[src/aorv_regs.svh]
// register offsets, field positions and reset values of the analog output routing and volume bank
`ifndef AORV_REGS_SVH
`define AORV_REGS_SVH

`define AORV_MODE1_OFS 8'h04
`define AORV_LINE_VOL_OFS 8'h09
`define AORV_HP_ROUTE_OFS 8'h0D
`define AORV_HP_VOL_OFS 8'h0E
`define AORV_LINE_ROUTE_OFS 8'h0F

`define AORV_LINE_SILENCE_BIT 5
`define AORV_LINE_CODE_MSB 3
`define AORV_HP_CODE_MSB 4
`define AORV_HP_SILENCE_BIT 5
`define AORV_HP_PULLDOWN_BIT 6

`define AORV_LINE_CODE_RST 4'h0
`define AORV_LINE_SILENCE_RST 1'b1
`define AORV_HP_CODE_RST 5'h00
`define AORV_HP_SILENCE_RST 1'b0
`define AORV_HP_PULLDOWN_RST 1'b0
`define AORV_ROUTE_RST 8'h00

`endif

[src/aorv_pkg.sv]
// types shared by the analog output routing and volume bank
`default_nettype none

package aorv_pkg;

  // source index: 0 left in1, 1 right in1, 2 left in2, 3 right in2, 4 left in3, 5 right in3
  localparam int AORV_NUM_SRC = 6;

  typedef struct packed {
    logic [AORV_NUM_SRC-1:0] left_src;
    logic [AORV_NUM_SRC-1:0] right_src;
  } aorv_path_t;

  typedef struct packed {
    logic muted;
    logic [3:0] code;
  } aorv_line_level_t;

  typedef struct packed {
    logic muted;
    logic [4:0] code;
  } aorv_hp_level_t;

endpackage : aorv_pkg

`default_nettype wire

[src/aorv_vol_apply.sv]
// gates a volume code with its mute bit
`timescale 1ns/1ps
`default_nettype none

module aorv_vol_apply #(
  parameter int W = 4
) (
  // setting
  input wire logic [W-1:0] code,
  input wire logic silence,
  // applied value
  output logic [W-1:0] applied_code,
  output logic muted
);

  // the code is forced to zero while muted; the analog side must key on muted, since zero is 0dB on the phone path
  assign applied_code = silence ? '0 : code;
  assign muted = silence;

endmodule : aorv_vol_apply

`default_nettype wire

[src/aorv_route_map.sv]
// expands an eight-bit routing register into per-channel source enables
`timescale 1ns/1ps
`default_nettype none

module aorv_route_map
  import aorv_pkg::*;
(
  // routing register
  input wire logic [7:0] route_bits,
  // expanded enables
  output aorv_path_t path
);

  // even bits feed the left channel, odd bits the right; sources per bit are
  // right in1, left in1, right in2, right in2, left in3, left in3, right in3, right in3
  function automatic int src_of(input int b);
    case (b)
      0: src_of = 1;
      1: src_of = 0;
      2: src_of = 3;
      3: src_of = 3;
      4: src_of = 4;
      5: src_of = 4;
      6: src_of = 5;
      default: src_of = 5;
    endcase
  endfunction : src_of

  function automatic logic [7:0] mask_for(input int k, input int ch);
    logic [7:0] m;
    m = 8'h00;
    for (int b = 0; b < 8; b++) begin
      if ((b % 2) == ch && src_of(b) == k) begin
        m[b] = 1'b1;
      end
    end
    return m;
  endfunction : mask_for

  for (genvar k = 0; k < AORV_NUM_SRC; k++) begin : g_src
    assign path.left_src[k] = |(route_bits & mask_for(k, 0));
    assign path.right_src[k] = |(route_bits & mask_for(k, 1));
  end

endmodule : aorv_route_map

`default_nettype wire

[src/aorv_top.sv]
// analog output routing and volume register bank with registered analog controls
//
// Contract
// - the line-out volume register keeps a four-bit code in its low bits, reads zero above, and resets to 0000 (mute).
// - the line-out volume code is applied only while the line-out mute bit is clear.
// - a set line-out mute bit mutes the line outputs and ignores the code, and that bit resets to one.
// - the headphone routing register has eight independent bits linking one input pin to one phone channel, reset zero.
// - the headphone attenuation register keeps a five-bit code in bits 4..0 reset to 0dB, and bit 7 reads zero.
// - the headphone attenuation code is applied only while the headphone mute bit is clear.
// - headphone mute bit 5 is normal at zero, its reset value, and mutes the amplifier ignoring the code at one.
// - headphone pull-down bit 6 shorts the outputs to ground at zero, its reset value, and selects a weak pull-down at one.
// - the line-out routing register has eight independent bits adding one input pin to a line channel, reset zero.
// - line-out routing offers dedicated cross-coupled paths from left inputs to the right channel and back.
`timescale 1ns/1ps
`default_nettype none
`include "aorv_regs.svh"

module aorv_top
  import aorv_pkg::*;
(
  // clock and reset
  input wire logic core_clk,
  input wire logic resetn,
  // register port from the serial control interface
  input wire logic reg_wr_en,
  input wire logic reg_rd_en,
  input wire logic [7:0] reg_addr,
  input wire logic [7:0] reg_wdata,
  output logic [7:0] reg_rdata,
  output logic reg_rd_hit,
  // line output controls
  output aorv_line_level_t line_level,
  output aorv_path_t line_path,
  // headphone controls
  output aorv_hp_level_t hp_level,
  output logic hp_pulldown_select,
  output aorv_path_t hp_path
);

  logic [3:0] lineout_volume_code;
  logic lineout_silence;
  logic [7:0] hp_route;
  logic [4:0] headphone_volume_code;
  logic headphone_silence;
  logic headphone_pulldown_select;
  logic [7:0] line_route;

  logic wr_mode1;
  logic wr_line_vol;
  logic wr_hp_route;
  logic wr_hp_vol;
  logic wr_line_route;

  assign wr_mode1 = reg_wr_en && (reg_addr == `AORV_MODE1_OFS);
  assign wr_line_vol = reg_wr_en && (reg_addr == `AORV_LINE_VOL_OFS);
  assign wr_hp_route = reg_wr_en && (reg_addr == `AORV_HP_ROUTE_OFS);
  assign wr_hp_vol = reg_wr_en && (reg_addr == `AORV_HP_VOL_OFS);
  assign wr_line_route = reg_wr_en && (reg_addr == `AORV_LINE_ROUTE_OFS);

  // only the four code bits are stored; the upper nibble has no flops
  always_ff @(posedge core_clk or negedge resetn) begin
    if (!resetn) begin
      lineout_volume_code <= `AORV_LINE_CODE_RST;
    end else if (wr_line_vol) begin
      lineout_volume_code <= reg_wdata[`AORV_LINE_CODE_MSB:0];
    end
  end

  // the line mute bit sits in the shared mode register; the other bits there are owned elsewhere
  always_ff @(posedge core_clk or negedge resetn) begin
    if (!resetn) begin
      lineout_silence <= `AORV_LINE_SILENCE_RST;
    end else if (wr_mode1) begin
      lineout_silence <= reg_wdata[`AORV_LINE_SILENCE_BIT];
    end
  end

  always_ff @(posedge core_clk or negedge resetn) begin
    if (!resetn) begin
      hp_route <= `AORV_ROUTE_RST;
    end else if (wr_hp_route) begin
      hp_route <= reg_wdata;
    end
  end

  always_ff @(posedge core_clk or negedge resetn) begin
    if (!resetn) begin
      headphone_volume_code <= `AORV_HP_CODE_RST;
      headphone_silence <= `AORV_HP_SILENCE_RST;
      headphone_pulldown_select <= `AORV_HP_PULLDOWN_RST;
    end else if (wr_hp_vol) begin
      headphone_volume_code <= reg_wdata[`AORV_HP_CODE_MSB:0];
      headphone_silence <= reg_wdata[`AORV_HP_SILENCE_BIT];
      headphone_pulldown_select <= reg_wdata[`AORV_HP_PULLDOWN_BIT];
    end
  end

  always_ff @(posedge core_clk or negedge resetn) begin
    if (!resetn) begin
      line_route <= `AORV_ROUTE_RST;
    end else if (wr_line_route) begin
      line_route <= reg_wdata;
    end
  end

  // read back: zero-filled fields, unmapped addresses answer zero with no hit
  logic [7:0] next_rdata;
  logic next_hit;

  always_comb begin
    next_rdata = 8'h00;
    next_hit = 1'b1;
    case (reg_addr)
      `AORV_MODE1_OFS: begin
        next_rdata[`AORV_LINE_SILENCE_BIT] = lineout_silence;
      end
      `AORV_LINE_VOL_OFS: begin
        next_rdata = {4'h0, lineout_volume_code};
      end
      `AORV_HP_ROUTE_OFS: begin
        next_rdata = hp_route;
      end
      `AORV_HP_VOL_OFS: begin
        next_rdata = {1'b0, headphone_pulldown_select, headphone_silence, headphone_volume_code};
      end
      `AORV_LINE_ROUTE_OFS: begin
        next_rdata = line_route;
      end
      default: begin
        next_hit = 1'b0;
      end
    endcase
  end

  always_ff @(posedge core_clk or negedge resetn) begin
    if (!resetn) begin
      reg_rdata <= 8'h00;
      reg_rd_hit <= 1'b0;
    end else if (reg_rd_en) begin
      reg_rdata <= next_rdata;
      reg_rd_hit <= next_hit;
    end
  end

  // applied values
  logic [3:0] line_applied;
  logic line_muted;
  logic [4:0] hp_applied;
  logic hp_muted;
  aorv_path_t next_line_path;
  aorv_path_t next_hp_path;

  aorv_vol_apply #(
    .W(4)
  ) u_line_vol (
    .code(lineout_volume_code),
    .silence(lineout_silence),
    .applied_code(line_applied),
    .muted(line_muted)
  );

  aorv_vol_apply #(
    .W(5)
  ) u_hp_vol (
    .code(headphone_volume_code),
    .silence(headphone_silence),
    .applied_code(hp_applied),
    .muted(hp_muted)
  );

  aorv_route_map u_line_map (
    .route_bits(line_route),
    .path(next_line_path)
  );

  aorv_route_map u_hp_map (
    .route_bits(hp_route),
    .path(next_hp_path)
  );

  // outputs are re-registered so the analog switches see glitch-free levels, at one cycle of extra latency
  always_ff @(posedge core_clk or negedge resetn) begin
    if (!resetn) begin
      line_level <= '{muted: 1'b1, code: 4'h0};
    end else begin
      line_level <= '{muted: line_muted, code: line_applied};
    end
  end

  always_ff @(posedge core_clk or negedge resetn) begin
    if (!resetn) begin
      hp_level <= '{muted: 1'b0, code: 5'h00};
      hp_pulldown_select <= 1'b0;
    end else begin
      hp_level <= '{muted: hp_muted, code: hp_applied};
      hp_pulldown_select <= headphone_pulldown_select;
    end
  end

  always_ff @(posedge core_clk or negedge resetn) begin
    if (!resetn) begin
      line_path <= '0;
      hp_path <= '0;
    end else begin
      line_path <= next_line_path;
      hp_path <= next_hp_path;
    end
  end

  // checks
  logic quiet_line_next;
  assign quiet_line_next = !(reg_wr_en && (reg_addr == `AORV_LINE_VOL_OFS || reg_addr == `AORV_MODE1_OFS));

  chk_line_reset_mute: assert property (@(posedge core_clk)
    (resetn && !$past(resetn)) |-> (lineout_silence && lineout_volume_code == 4'h0 && line_level.muted))
    else $error("line output not muted after reset");

  chk_line_code_apply: assert property (@(posedge core_clk) disable iff (!resetn)
    (wr_line_vol && !lineout_silence) ##1 quiet_line_next |->
      ##1 (!line_level.muted && line_level.code == $past(reg_wdata[3:0], 2)))
    else $error("line volume code not applied while unmuted");

  chk_line_mute_hold: assert property (@(posedge core_clk) disable iff (!resetn)
    lineout_silence |=> (line_level.muted && line_level.code == 4'h0))
    else $error("line volume code leaked through mute");

  chk_line_upper_zero: assert property (@(posedge core_clk) disable iff (!resetn)
    (reg_rd_en && reg_addr == `AORV_LINE_VOL_OFS) |=> (reg_rdata[7:4] == 4'h0 && reg_rd_hit))
    else $error("line volume upper nibble not zero");

  chk_hp_code_apply: assert property (@(posedge core_clk) disable iff (!resetn)
    (wr_hp_vol && !reg_wdata[5]) ##1 !wr_hp_vol |->
      ##1 (hp_level.code == $past(reg_wdata[4:0], 2) && !hp_level.muted))
    else $error("headphone code not applied while unmuted");

  chk_hp_mute_ignore: assert property (@(posedge core_clk) disable iff (!resetn)
    (wr_hp_vol && reg_wdata[5]) ##1 !wr_hp_vol |-> ##1 (hp_level.muted && hp_level.code == 5'h00))
    else $error("headphone mute did not ignore code");

  chk_hp_pulldown_sel: assert property (@(posedge core_clk) disable iff (!resetn)
    wr_hp_vol ##1 !wr_hp_vol |-> ##1 (hp_pulldown_select == $past(reg_wdata[6], 2)))
    else $error("headphone pull-down select mismatch");

  chk_hp_bit7_zero: assert property (@(posedge core_clk) disable iff (!resetn)
    (reg_rd_en && reg_addr == `AORV_HP_VOL_OFS) |=> (reg_rdata[7] == 1'b0))
    else $error("headphone attenuation bit 7 not zero");

  // the host leaves one idle cycle between a write and the next read, so the echo is judged three edges on
  chk_hp_route_echo: assert property (@(posedge core_clk) disable iff (!resetn)
    wr_hp_route ##1 !reg_wr_en ##1 (reg_rd_en && reg_addr == `AORV_HP_ROUTE_OFS && !reg_wr_en) |=>
      (reg_rdata == $past(reg_wdata, 3)))
    else $error("headphone routing read back mismatch");

  chk_line_cross_path: assert property (@(posedge core_clk) disable iff (!resetn)
    wr_line_route ##1 !wr_line_route |->
      ##1 (line_path.left_src[1] == $past(reg_wdata[0], 2) && line_path.right_src[0] == $past(reg_wdata[1], 2)))
    else $error("line cross-coupled path mismatch");

  chk_line_route_bits: assert property (@(posedge core_clk) disable iff (!resetn)
    wr_line_route ##1 !wr_line_route |->
      ##1 (line_path.left_src[4] == $past(reg_wdata[4], 2) && line_path.right_src[5] == $past(reg_wdata[7], 2)))
    else $error("line routing bit mismatch");

  chk_unmapped_zero: assert property (@(posedge core_clk) disable iff (!resetn)
    (reg_rd_en && !next_hit) |=> (!reg_rd_hit && reg_rdata == 8'h00))
    else $error("unmapped read not zero");

  chk_hp_reset_state: assert property (@(posedge core_clk)
    (resetn && !$past(resetn)) |->
      (!headphone_silence && !headphone_pulldown_select && headphone_volume_code == 5'h00 &&
       hp_route == 8'h00 && line_route == 8'h00))
    else $error("headphone or routing state not cleared after reset");

  chk_hp_cross_path: assert property (@(posedge core_clk) disable iff (!resetn)
    wr_hp_route ##1 !wr_hp_route |->
      ##1 (hp_path.left_src[1] == $past(reg_wdata[0], 2) && hp_path.right_src[5] == $past(reg_wdata[7], 2)))
    else $error("headphone routing bit mismatch");

  chk_line_vol_store: assert property (@(posedge core_clk) disable iff (!resetn)
    wr_line_vol |=> (lineout_volume_code == $past(reg_wdata[3:0])))
    else $error("line volume code not stored");

  chk_hp_mute_hold: assert property (@(posedge core_clk) disable iff (!resetn)
    headphone_silence |=> (hp_level.muted && hp_level.code == 5'h00))
    else $error("headphone code leaked through mute");

  // only the line mute bit of the shared mode register belongs here; the rest must read zero
  chk_mode_read_bit: assert property (@(posedge core_clk) disable iff (!resetn)
    (reg_rd_en && reg_addr == `AORV_MODE1_OFS) |=>
      (reg_rdata[7:6] == 2'h0 && reg_rdata[5] == $past(lineout_silence) && reg_rdata[4:0] == 5'h00))
    else $error("mode register read back mismatch");

  cov_line_unmuted: cover property (@(posedge core_clk) disable iff (!resetn)
    (!line_level.muted && line_level.code != 4'h0));

  cov_hp_muted: cover property (@(posedge core_clk) disable iff (!resetn)
    (hp_level.muted && hp_pulldown_select));

  cov_cross_couple: cover property (@(posedge core_clk) disable iff (!resetn)
    (line_path.left_src[1] && line_path.right_src[0]));

  cov_unmapped_read: cover property (@(posedge core_clk) disable iff (!resetn)
    (reg_rd_en && !next_hit));

  cov_hp_route_read: cover property (@(posedge core_clk) disable iff (!resetn)
    (reg_rd_en && reg_addr == `AORV_HP_ROUTE_OFS && hp_route != 8'h00));

endmodule : aorv_top

`default_nettype wire

[config.mk]
export PLATFORM = sky130hd
export DESIGN_NAME = aorv_top
export DESIGN_NICKNAME = d
export VERILOG_FILES = /design/src/aorv_pkg.sv /design/src/aorv_vol_apply.sv /design/src/aorv_route_map.sv /design/src/aorv_top.sv
export VERILOG_INCLUDE_DIRS = /design/src
export SDC_FILE = /design/constraint.sdc
export NUM_CORES = 1
export LEC_CHECK = 0
export ABC_AREA = 1
export CAP_MARGIN = 20
export CORE_ASPECT_RATIO = 0.6
export CORE_MARGIN = 8
export CORE_UTILIZATION = 30
export CTS_BUF_LIST = sky130_fd_sc_hd__clkbuf_2 sky130_fd_sc_hd__clkbuf_4 sky130_fd_sc_hd__clkbuf_8
export CTS_CLUSTER_SIZE = 28
export DETAILED_ROUTE_END_ITERATION = 7
export DONT_BUFFER_PORTS = 1
export MAX_ROUTING_LAYER = met4
export PLACE_DENSITY_LB_ADDON = 0.15
export SLEW_MARGIN = 20
export SYNTH_ARGS = -nofsm -noshare
export SYNTH_HDL_FRONTEND = slang
export SYNTH_SLANG_ARGS = --single-unit
[constraint.sdc]
create_clock -name core_clk -period 1.1 [get_ports core_clk]
set_input_delay 0.055 -clock core_clk [delete_from_list [all_inputs] [get_ports core_clk]]
set_output_delay 0.055 -clock core_clk [all_outputs]
set_load 0.1 [all_outputs]
### Word level (Yosys, flattened, before mapping)

Cells that the tools add are included.

| storage, ports and cells | value |
|---|---|
| register bits after elaboration | 65 |
| word-level logic and storage cells | 35 |

| cells by class | value |
|---|---|
| muxes and demuxes | 6 |
| reductions and logical operators | 6 |
| equal/unequal tests | 5 |

Operators by type and width:

| kind | count |
|---|---|
| $eq A8 B4 Y1 const B | 4 |
| $pmux W5 S4 | 1 |
| $eq A8 B3 Y1 const B | 1 |
| $pmux W2 S3 | 1 |
| $logic_and A1 B1 Y1 | 5 |
| $mux W5 | 1 |
| $reduce_or A5 Y1 | 1 |
| $mux W4 | 1 |
| $pmux W1 S4 | 1 |
| $mux W1 | 1 |

### Logic depth before layout (Yosys ltp)

Gate-level depths: netlist of the first run.

| depth | value |
|---|---|
| word-level depth | 3 |
| mapped depth | 9 |
| mapped depth without buffers | 7 |

### By module

From an unflattened synthesis of the first run, not the netlist that was laid out.

| unflattened totals | value |
|---|---|
| cell total of the unflattened synthesis | 313 |
| area, all modules | 3,044.2 um^2 |

By module, submodules not included:

| module | instances | seq. area each (um^2) | cells an instance | area an instance (um^2) |
|---|---|---|---|---|
| aorv_top | 1 | 1,829.3 | 267 | 2,773.9 |
| aorv_route_map | 2 | 0.0 | 13 | 93.8 |
| aorv_vol_apply (u_hp_vol) | 1 | 0.0 | 11 | 45.0 |
| aorv_vol_apply (u_line_vol) | 1 | 0.0 | 9 | 37.5 |

### Least setup slack after synthesis of the first run

OpenSTA, ideal clock, no wires.

| path | value |
|---|---|
| path kind | register -> register |
| start | register reg_rd_hit (netlist name) |
| end | register reg_rd_hit |
| buffers on the path | 0 |
| arrival time | 1.148 ns |
| cell stages (with the launch flop) | 3 |
| path slack | -0.117 ns |
| setup time | 0.069 ns |
| period minus slack after synthesis | 1.217 ns |
| path through | dfrtp_1 mux2i_1 nand2_1 |

RTL lines:

| element | RTL line | RTL |
|---|---|---|
| end signal, assigned | aorv_top.sv:141 | `reg_rd_hit <= next_hit;` |
| end, declared | aorv_top.sv:30 | `output logic reg_rd_hit,` |

### Final worst setup path of the first run

| path | value |
|---|---|
| start | register line_level[4] (netlist name) |
| end | output line_level[4] (netlist name) |

RTL lines:

| element | RTL line | RTL |
|---|---|---|
| start, declared | aorv_top.sv:32 | `output aorv_line_level_t line_level,` |
| start signal, assigned | aorv_top.sv:184 | `line_level <= '{muted: 1'b1, code: 4'h0};` |
| start signal, assigned | aorv_top.sv:186 | `line_level <= '{muted: line_muted, code: line_applied};` |

No word-level cell between the ends.

==> run metrics, run 1 <==
Worst Path Required 1.04 ns; skew final 0.00694 ns; Top Family by Delay on Critical Path flip-flops; htree depth 3; number of fill cells 894; Final nets 356; CTS tree yes; Overflow after GRT 0; multi-input logic area between 800 and 900 um^2; Critical Path, Cell by Cell buf_12; routability cong. 0.777; clk sinks 65; dominant cell type by area after synthesis dfrtp_1; Syn Area/Cell between 9 and 10 um^2; Die H 89.2 um; vias in the first global route 2043; Critical Path Start Type register; final WL 6890 um; PortBufs 0; r2r setup slk 0.11 ns; Synth Area in XOR/XNOR 0%; power per cell area 1600 nW/um^2; PnR worst setup slack -0.0159 ns; FF+latch area ~1600 um^2; synth top area cells dfrtp_1, nand2_1, nand3_1; Setup Slack @ Placement 0.0160 ns; Die Area around 12000 um^2; Final Hold Fails 65; largest family of logic cells by synthesized area simple AND/OR/NAND/NOR gates; PostCTS Resize Cnt 0; max cap viols 0; Skew-Pair Late Insertion Delay 0.35 ns; vias per inst 4.48; max-slew violation count 0; Tcrit/Tclk final 101%; total power 5600 uW; GRT Util Overall 12.4%; Synth top area share 58.9%; hpwl dp just over 5000 um; status finished, violations left; Synth Register Bits 65; largest net degree at the start of global routing 66; RSZ-0062 raised after global routing true; VDD IR max 0.849 mV; DRC Markers 0; root buf cell clkbuf_8; Initial Utilization 31.2%; initial antenna violation count 0; fraction of synthesized area in multiplexers 0.374%; Die Wd between 100 and 150 um; global-route wire length before repair 11000 um; Post-Synthesis Cells ~280; post-synthesis simple-gate area fraction 24.9%; Worst Path Max Fanout 1; sequential fraction of the synthesis area approximately three fifths; Num CTS Buffers 9; Post-CTS Setup Inserts 0; diode count 0; setup violators final 1; Ports 65; failing checks hold timing, setup timing; Worst Path Buf+Inv 1; Syn. warnings 0; HP Class in2async; slowest stage delay, CP 0.55 ns; layout cells sized above 1 25.5%; Crit Reg-Reg Endpoint reg_rdata[5]; Post-Synth Adder-Cell Area 0%; reg2reg start lineout_silence; CTS Hold Bufs 10; commonest non-fill, non-tap cell in the layout nand2_1; Hold WS -0.603 ns; Synth Area in Compound Gates 6.54%; FMAX about 900 MHz; R2R cell count 4; WS Path Type reg2out; total number of vias 2030; Routed Antenna Nets 0; min cycle time layout 1.12 ns; area grow syn2layout 30.3%; First DRT Iteration DRCs 130; CTS Buffer Depth 2; Crit-path slowest cell dfstp_2; clk slew on worst S/H paths 0.07 ns; number of distinct library cells after synthesis 22; Critical Path AT 1.06 ns; Final Util 40.6%; drt wl/cell 15.2 um; row cnt 26; LEAKAGE 0.00183 uW; synthesized area 2680 um^2; Worst setup EP type output pin; core area 8590 um^2; DRT Pass-1 Iters 4; most frequent cells in the layout nand2_1, dfrtp_1, buf_4
[final cells by class]
type                            count  area share [%]
Tap cell                          112            4.02
Sequential cell                    65            47.0
Inverter                           20            2.15
Multi-Input combinational cell    184            25.2
Clock buffer                       11            3.98
Clock inverter                      5            1.61
Timing Repair Buffer               56            16.0
[Yosys cell counts (all sizes together)]
| cell | instances |
|---|---|
| clkinv | 1 |
| a21oi | 4 |
| mux2i | 1 |
| nand2 | 86 |
| nand3 | 29 |
| clkbuf | 1 |
| and2 | 2 |
| dfstp | 2 |
| buf | 14 |
| nor2 | 23 |
| dfrtp | 63 |
| o21ai | 31 |
| inv | 19 |
| conb | 1 |
[cells by family (layout without fill, tap and decap cells)]
logic type / after synthesis / in the layout
mux: 1 / 1
flops: 65 / 65
buf+inv: 35 / 92
simple gates: 140 / 140
compound gates: 35 / 35
other cells: 1 / 8
[how the worst max path moves through the flow]
stage	start	to	slack, ns	cells past startpoint
floorplan	reg_rd_hit	reg_rd_hit	0.13	2
global placement	reg_addr[6]	headphone_volume_code[4]	0.04	6
detailed placement	reg_addr[6]	lineout_volume_code[2]	0.02	7
CTS	line_level[4]	line_level[4]	-0.04	1
global route	line_level[4]	line_level[4]	-0.05	1
finish	line_level[4]	line_level[4]	-0.02	1
[what timing repair did]
item                                    4_1_cts  5_1_grt
hold endpoints to repair                    102       65
gates cloned                                  0        0
endpoints found under the setup margin        1        1
[metal layers]
layer	wire length, um	vias up	GRT usage [%]
met1	3370	985	16.4
li1	-	980	-
met4	72	0	4.36
met5	0	-	-
met2	2980	56	16.9
met3	469	9	4.60
[registers in the layout (all words and copies together), names as in the netlist]
register,flops
hp_path,8
line_route,8
lineout_silence,1
lineout_volume_code,4
headphone_silence,1
hp_pulldown_select,1
line_level,5
reg_rd_hit,1
reg_rdata,8
headphone_volume_code,5
hp_level,6
headphone_pulldown_select,1
line_path,8
hp_route,8
[report_power, final]
part           switching, uW  leakage (uW)  internal (uW)
Clock                    914      0.000100           1090
Combinational            825      0.000946            181
Sequential              66.4      0.000787           2520
[per-stage QoR]
| stage | TNS [ns] | instances | hold slack, ns | cell area, um^2 |
|---|---|---|---|---|
| after floorplan | 0 | 284 | -0.241 | 2720 |
| after global placement | 0 | 427 | -0.238 | 3190 |
| after detailed placement | 0 | 427 | -0.238 | 3190 |
| after CTS | -0.0394 | 453 | -0.623 | 3490 |
| after global routing | -0.0467 | 453 | -0.635 | 3490 |
| final | -0.0159 | 453 | -0.603 | 3490 |
No activity file was read; power rests on OpenSTA's default activity.
==> run 2, diff against run 1 <==
- MAX_ROUTING_LAYER: met4 -> default
- SYNTH_HIERARCHICAL: default -> 1
==> run metrics, run 2 <==
Tcrit/Tclk final 102% (was 101%); Async S/R FF share, synth 100% (unchanged); LEAKAGE 0.00206 uW (was 0.00183 uW); CTS Buffer Depth 2 (unchanged); FF+latch area 1840 um^2 (was 1640 um^2); Synth Register Bits 73 (was 65); vias per inst 4.33 (was 4.48); row cnt 28 (was 26); dominant cell type by area after synthesis dfrtp_1 (unchanged); final setup TNS -0.0231 ns (was -0.0159 ns); Top Registers hp_path x12, line_path x12; Post-Synthesis Cells 313 (was 277); failing checks hold timing, setup timing (unchanged); Top Family by Delay on Critical Path flip-flops (unchanged); Syn Area/Cell 9.73 um^2 (was 9.67 um^2); Final Hold Fails 73 (was 65); Worst Path Buf+Inv 1 (unchanged); VDD IR max 0.614 mV (was 0.849 mV); routability cong. 0.789 (was 0.777); sequential fraction of the synthesis area 60.1% (was 60.8%); Post-CTS Setup Inserts 0 (unchanged); most frequent cells after synthesis nand2_1, dfrtp_1, nand3_1 (unchanged); slowest stage delay, CP 0.55 ns (about the same); Worst-Margin Slew 0.550 ns; root buf cell clkbuf_8 (unchanged); area grow syn2layout 24.3% (was 30.3%); Syn. warnings 6 (was 0); skew final 0.00854 ns (was 0.00694 ns); Crit-path slowest cell dfstp_2 (unchanged); First DRT Iteration DRCs 115 (was 130); GRT Util Overall 12.3% (was 12.4%); min cycle time layout 1.12 ns (about the same); initial antenna violation count 3 (was 0); CTS Hold Bufs 10 (unchanged); Top FF cell, synth dfrtp_1 (unchanged); DRT Pass-1 Iters 4 (unchanged); PnR worst setup slack -0.0231 ns (was -0.0159 ns); Critical Path AT 1.07 ns (was 1.06 ns); Final nets 379 (was 356); vias in the first global route 2284 (was 2043); HP Class in2async (unchanged); htree depth 3 (unchanged); number of distinct library cells after synthesis 24 (was 22); number of fill cells 1015 (was 894); PortBufs 0 (unchanged); most frequent cells in the layout nand2_1, dfrtp_1, buf_4 (unchanged); slew margin rel. a little over three fifths; final WL 7820 um (was 6890 um); clk sinks 73 (was 65); Critical Path Start Type register (unchanged); total number of vias 2176 (was 2030); CTS tree yes (unchanged); drt wl/cell 15.6 um (was 15.2 um); cell with the most instances after synthesis nand2_1 (unchanged); Die Wd 146 um (was 138 um); clk slew on worst S/H paths 0.08 ns (was 0.07 ns); Ports 65 (unchanged); power per cell area 1570 nW/um^2 (was 1600 nW/um^2); Worst setup EP type output pin (unchanged); Hold WS -0.608 ns (was -0.603 ns); Die H 94.0 um (was 89.2 um); Skew-Pair Late Insertion Delay 0.36 ns (was 0.35 ns); commonest non-fill, non-tap cell in the layout nand2_1 (unchanged); Die Area 13700 um^2 (was 12300 um^2); synthesized area 3040 um^2 (was 2680 um^2); global-route wire length before repair 12700 um (was 11000 um); largest net degree at the start of global routing 74 (was 66); FMAX 890 MHz (was 896 MHz); setup violators final 1 (unchanged); Routed Antenna Nets 0 (unchanged); hpwl dp 5600 um (was 5050 um); Initial Utilization 30.8% (was 31.2%); core area 9880 um^2 (was 8590 um^2); Synth top area share 58.4% (was 58.9%); DRC Markers 0 (unchanged); WS Path Type reg2out (unchanged); Overflow after GRT 0 (unchanged); Worst Path Required 1.04 ns (about the same); Post-synth EDFFs 0 (unchanged); status finished, violations left (unchanged); max-slew violation count 0 (unchanged); layout cells sized above 1 26.4% (was 25.5%); RSZ-0062 raised after global routing true (unchanged); synth top area cells dfrtp_1, nand2_1, buf_4 (was dfrtp_1, nand2_1, nand3_1); Num CTS Buffers 9 (unchanged); Critical Path, Cell by Cell buf_12 (unchanged); total power 5940 uW (was 5600 uW); multi-input logic area 918 um^2 (was 881 um^2); max cap viols 0 (unchanged); Worst Path Max Fanout 1 (unchanged)
==> run 2: area by class of cell <==
| type | count | share of cell area (%) |
|---|---|---|
| inverters | 20 | 1.98 |
| diodes | 3 | 0.198 |
| flip-flops and latches | 73 | 48.6 |
| multi-input cells | 193 | 24.3 |
| clock buffers | 14 | 4.76 |
| well taps | 135 | 4.46 |
| repair buffers | 62 | 14.8 |
| clock inverters | 2 | 0.926 |
==> run 2: power by group <==
| part | total (uW) | internal (uW) | switching (uW) |
|---|---|---|---|
| Sequential | 2870 | 2800 | 65.4 |
| Combinational | 842 | 173 | 669 |
| Clock | 2230 | 1280 | 952 |
==> run 2: final timing paths <==
check | from | endpoint | slack (ns) | cells past startpoint
max | line_level[4] | line_level[4] | -0.02 | 1
min | resetn | hp_route[4] | -0.61 | 0
max reg2reg | headphone_volume_code[1] | reg_rdata[1] | 0.11 | 4
min reg2reg | line_route[7] | line_path[5] | 0.38 | 0
max in group asynchronous | resetn | lineout_silence | 1.51 | 0
min in group core_clk | reg_rd_en | reg_rdata[0] | 0.01 | 3
==> run 2: layer usage <==
layer  vias to the layer above  wire length [um]  track usage, %
li1                       1055                 -               -
met1                      1032              3840            16.7
met2                        77              3040            16.0
met3                        12               836            6.45
met4                         0               109            4.35
met5                         -                 0               0
==> run 2: logic make-up (layout without fill, tap and decap cells) <==
family | after synthesis | count (layout) | synth area share [%]
buffers and inverters | 53 | 98 | 10.5
flip-flops | 73 | 73 | 60.1
AND/OR/NAND/NOR | 154 | 154 | 23.9
other | 2 | 11 | 0.247
AO/OA/AOI/OAI | 30 | 30 | 4.93
multiplexers | 1 | 1 | 0.329
==> run 2: what timing repair did <==
| item | in CTS | in global routing |
|---|---|---|
| endpoints found under the hold margin | 110 | 73 |
| cloned | 0 | 0 |
| endpoints found under the setup margin | 3 | 6 |
| resized for setup | 2 | 5 |
==> run 2: through the flow <==
stage	cell area, um^2	hold WS [ns]	util (%)	instances	worst slack [ns]
finish	3780	-0.608	38.3	502	-0.0231
global route	3780	-0.641	38.3	502	-0.0621
CTS	3770	-0.634	38.1	499	-0.0492
detailed placement	3440	-0.238	34.9	473	-0.0235
global placement	3440	-0.238	34.9	473	-0.0249
floorplan	3080	-0.241	-	319	0.133
==> run 3, diff against run 2 <==
- SYNTH_HIERARCHICAL: 1 -> default
==> run metrics, run 3 (synthesized netlist as in run 1, its figures left out) <==
slowest stage delay, CP 0.55 ns (about the same); most frequent cells in the layout nand2_1, dfrtp_1, buf_4 (unchanged); Die Wd 138 um (was 146 um); Critical Path Start Type register (unchanged); DRT Pass-1 Iters 5 (was 4); r2r setup slk 0.11 ns (about the same); total power 5600 uW (was 5940 uW); setup violators final 1 (unchanged); skew final 0.00674 ns (was 0.00854 ns); global-route wire length before repair 11000 um (was 12700 um); Setup Slack @ Placement 0.0160 ns (was -0.0235 ns); WS Path Type reg2out (unchanged); Crit-path slowest cell dfstp_2 (unchanged); Final nets 356 (was 379); initial antenna violation count 0 (was 3); core area 8590 um^2 (was 9880 um^2); Num CTS Buffers 9 (unchanged); vias per inst 4.42 (was 4.33); Final Util 40.6% (was 38.3%); drt wl/cell 15.2 um (was 15.6 um); Skew-Pair Late Insertion Delay 0.35 ns (was 0.36 ns); Die Area 12300 um^2 (was 13700 um^2); Critical Path AT 1.06 ns (was 1.07 ns); root buf cell clkbuf_8 (unchanged); Crit Reg-Reg Endpoint reg_rdata[5] (was reg_rdata[1]); power per cell area 1610 nW/um^2 (was 1570 nW/um^2); Ports 65 (unchanged); PortBufs 0 (unchanged); PnR worst setup slack -0.0168 ns (was -0.0231 ns); clk sinks 65 (was 73); Overflow after GRT 0 (unchanged); commonest non-fill, non-tap cell in the layout nand2_1 (unchanged); min cycle time layout 1.12 ns (about the same); clk slew on worst S/H paths 0.07 ns (was 0.08 ns); RSZ-0062 raised after global routing true (unchanged); Hold WS -0.602 ns (was -0.608 ns); hpwl dp 5050 um (was 5600 um); CTS Buffer Depth 2 (unchanged); largest net degree at the start of global routing 66 (was 74); vias in the first global route 2046 (was 2284); met1 Use GR 16.2% (was 16.7%); final WL 6860 um (was 7820 um); First DRT Iteration DRCs 151 (was 115); CTS tree yes (unchanged); met2 usage 16.9% (was 16.0%); placed cell count 427 (was 473); Initial Utilization 31.2% (was 30.8%); Top Family by Delay on Critical Path flip-flops (unchanged); max cap viols 0 (unchanged); routability cong. 0.767 (was 0.789); GRT Util Overall 12.0% (was 12.3%); Worst Path Max Fanout 1 (unchanged); PostCTS Resize Cnt 0 (was 2); Routed Antenna Nets 0 (unchanged); DRC Markers 0 (unchanged); htree depth 3 (unchanged); R2R cell count 4 (unchanged); VDD IR max 0.848 mV (was 0.614 mV); reg2reg start lineout_silence (was headphone_volume_code[1]); max-slew violation count 0 (unchanged); Final Hold Fails 65 (was 73); Worst setup EP type output pin (unchanged); Die H 89.2 um (was 94.0 um); diode count 0 (was 3); area grow syn2layout 30.3% (was 24.3%); most used routing layer met2 (was met1); layout cells sized above 1 25.5% (was 26.4%); FMAX 895 MHz (was 890 MHz); LEAKAGE 0.00183 uW (was 0.00206 uW); Worst Path Buf+Inv 1 (unchanged); failing checks hold timing, setup timing (unchanged); number of fill cells 894 (was 1015); Final Non-Filler Cells 453 (was 502); grt met3 use 5.05% (was 6.45%); row cnt 26 (was 28); total number of vias 2004 (was 2176); HP Class in2async (unchanged); Post-CTS Setup Inserts 0 (unchanged); Tcrit/Tclk final 102% (about the same); Critical Path, Cell by Cell buf_12 (unchanged); status finished, violations left (unchanged); Worst Path Required 1.04 ns (about the same); CTS Hold Bufs 10 (unchanged)
==> run 3: cell count changes in the layout (fill, tap and decap cells not counted), sizes merged, moves of 2 or more <==
cell    delta
a21oi      +4
buf        -6
clkbuf     -3
clkinv     +2
dfrtp      -8
diode      -3
nand2     -13
nand3      -6
nor2       +5
==> run 3: power by group <==
part	switching [uW]	internal [uW]
clock	919	1090
combinational	824	181
sequential	66.3	2520
==> run 3: worst max path at each step <==
stage	startpoint	end	slack (ns)	cells after the start
after global routing	line_level[4]	line_level[4]	-0.05	1
after global placement	reg_addr[6]	headphone_volume_code[4]	0.04	6
after detailed placement	reg_addr[6]	lineout_volume_code[2]	0.02	7
after floorplan	reg_rd_hit	reg_rd_hit	0.13	2
after CTS	line_level[4]	line_level[4]	-0.04	1
final	line_level[4]	line_level[4]	-0.02	1
==> run 3: metrics by stage <==
| stage | hold slack, ns | area, um^2 | setup TNS [ns] |
|---|---|---|---|
| final | -0.602 | 3490 | -0.0168 |
| after global routing | -0.633 | 3490 | -0.0467 |
| after detailed placement | -0.238 | 3190 | 0 |
| after floorplan | -0.241 | 2720 | 0 |
| after global placement | -0.238 | 3190 | 0 |
| after CTS | -0.623 | 3490 | -0.0394 |
==> run 3: area by class of cell <==
type	instances	area, um^2	area share [%]
Timing Repair Buffer	56	558	16.0
Tap cell	112	140	4.02
Multi-Input combinational cell	184	881	25.2
Inverter	20	75.1	2.15
Sequential cell	65	1640	47.0
Clock inverter	5	56.3	1.61
Clock buffer	11	139	3.98
==> run 3: layer usage <==
| layer | wire length (um) | share of wire [%] |
|---|---|---|
| met1 | 3290 | 48 |
| met2 | 2970 | 43 |
| met3 | 545 | 7.9 |
| met4 | 49 | 0.71 |
| met5 | 0 | 0 |
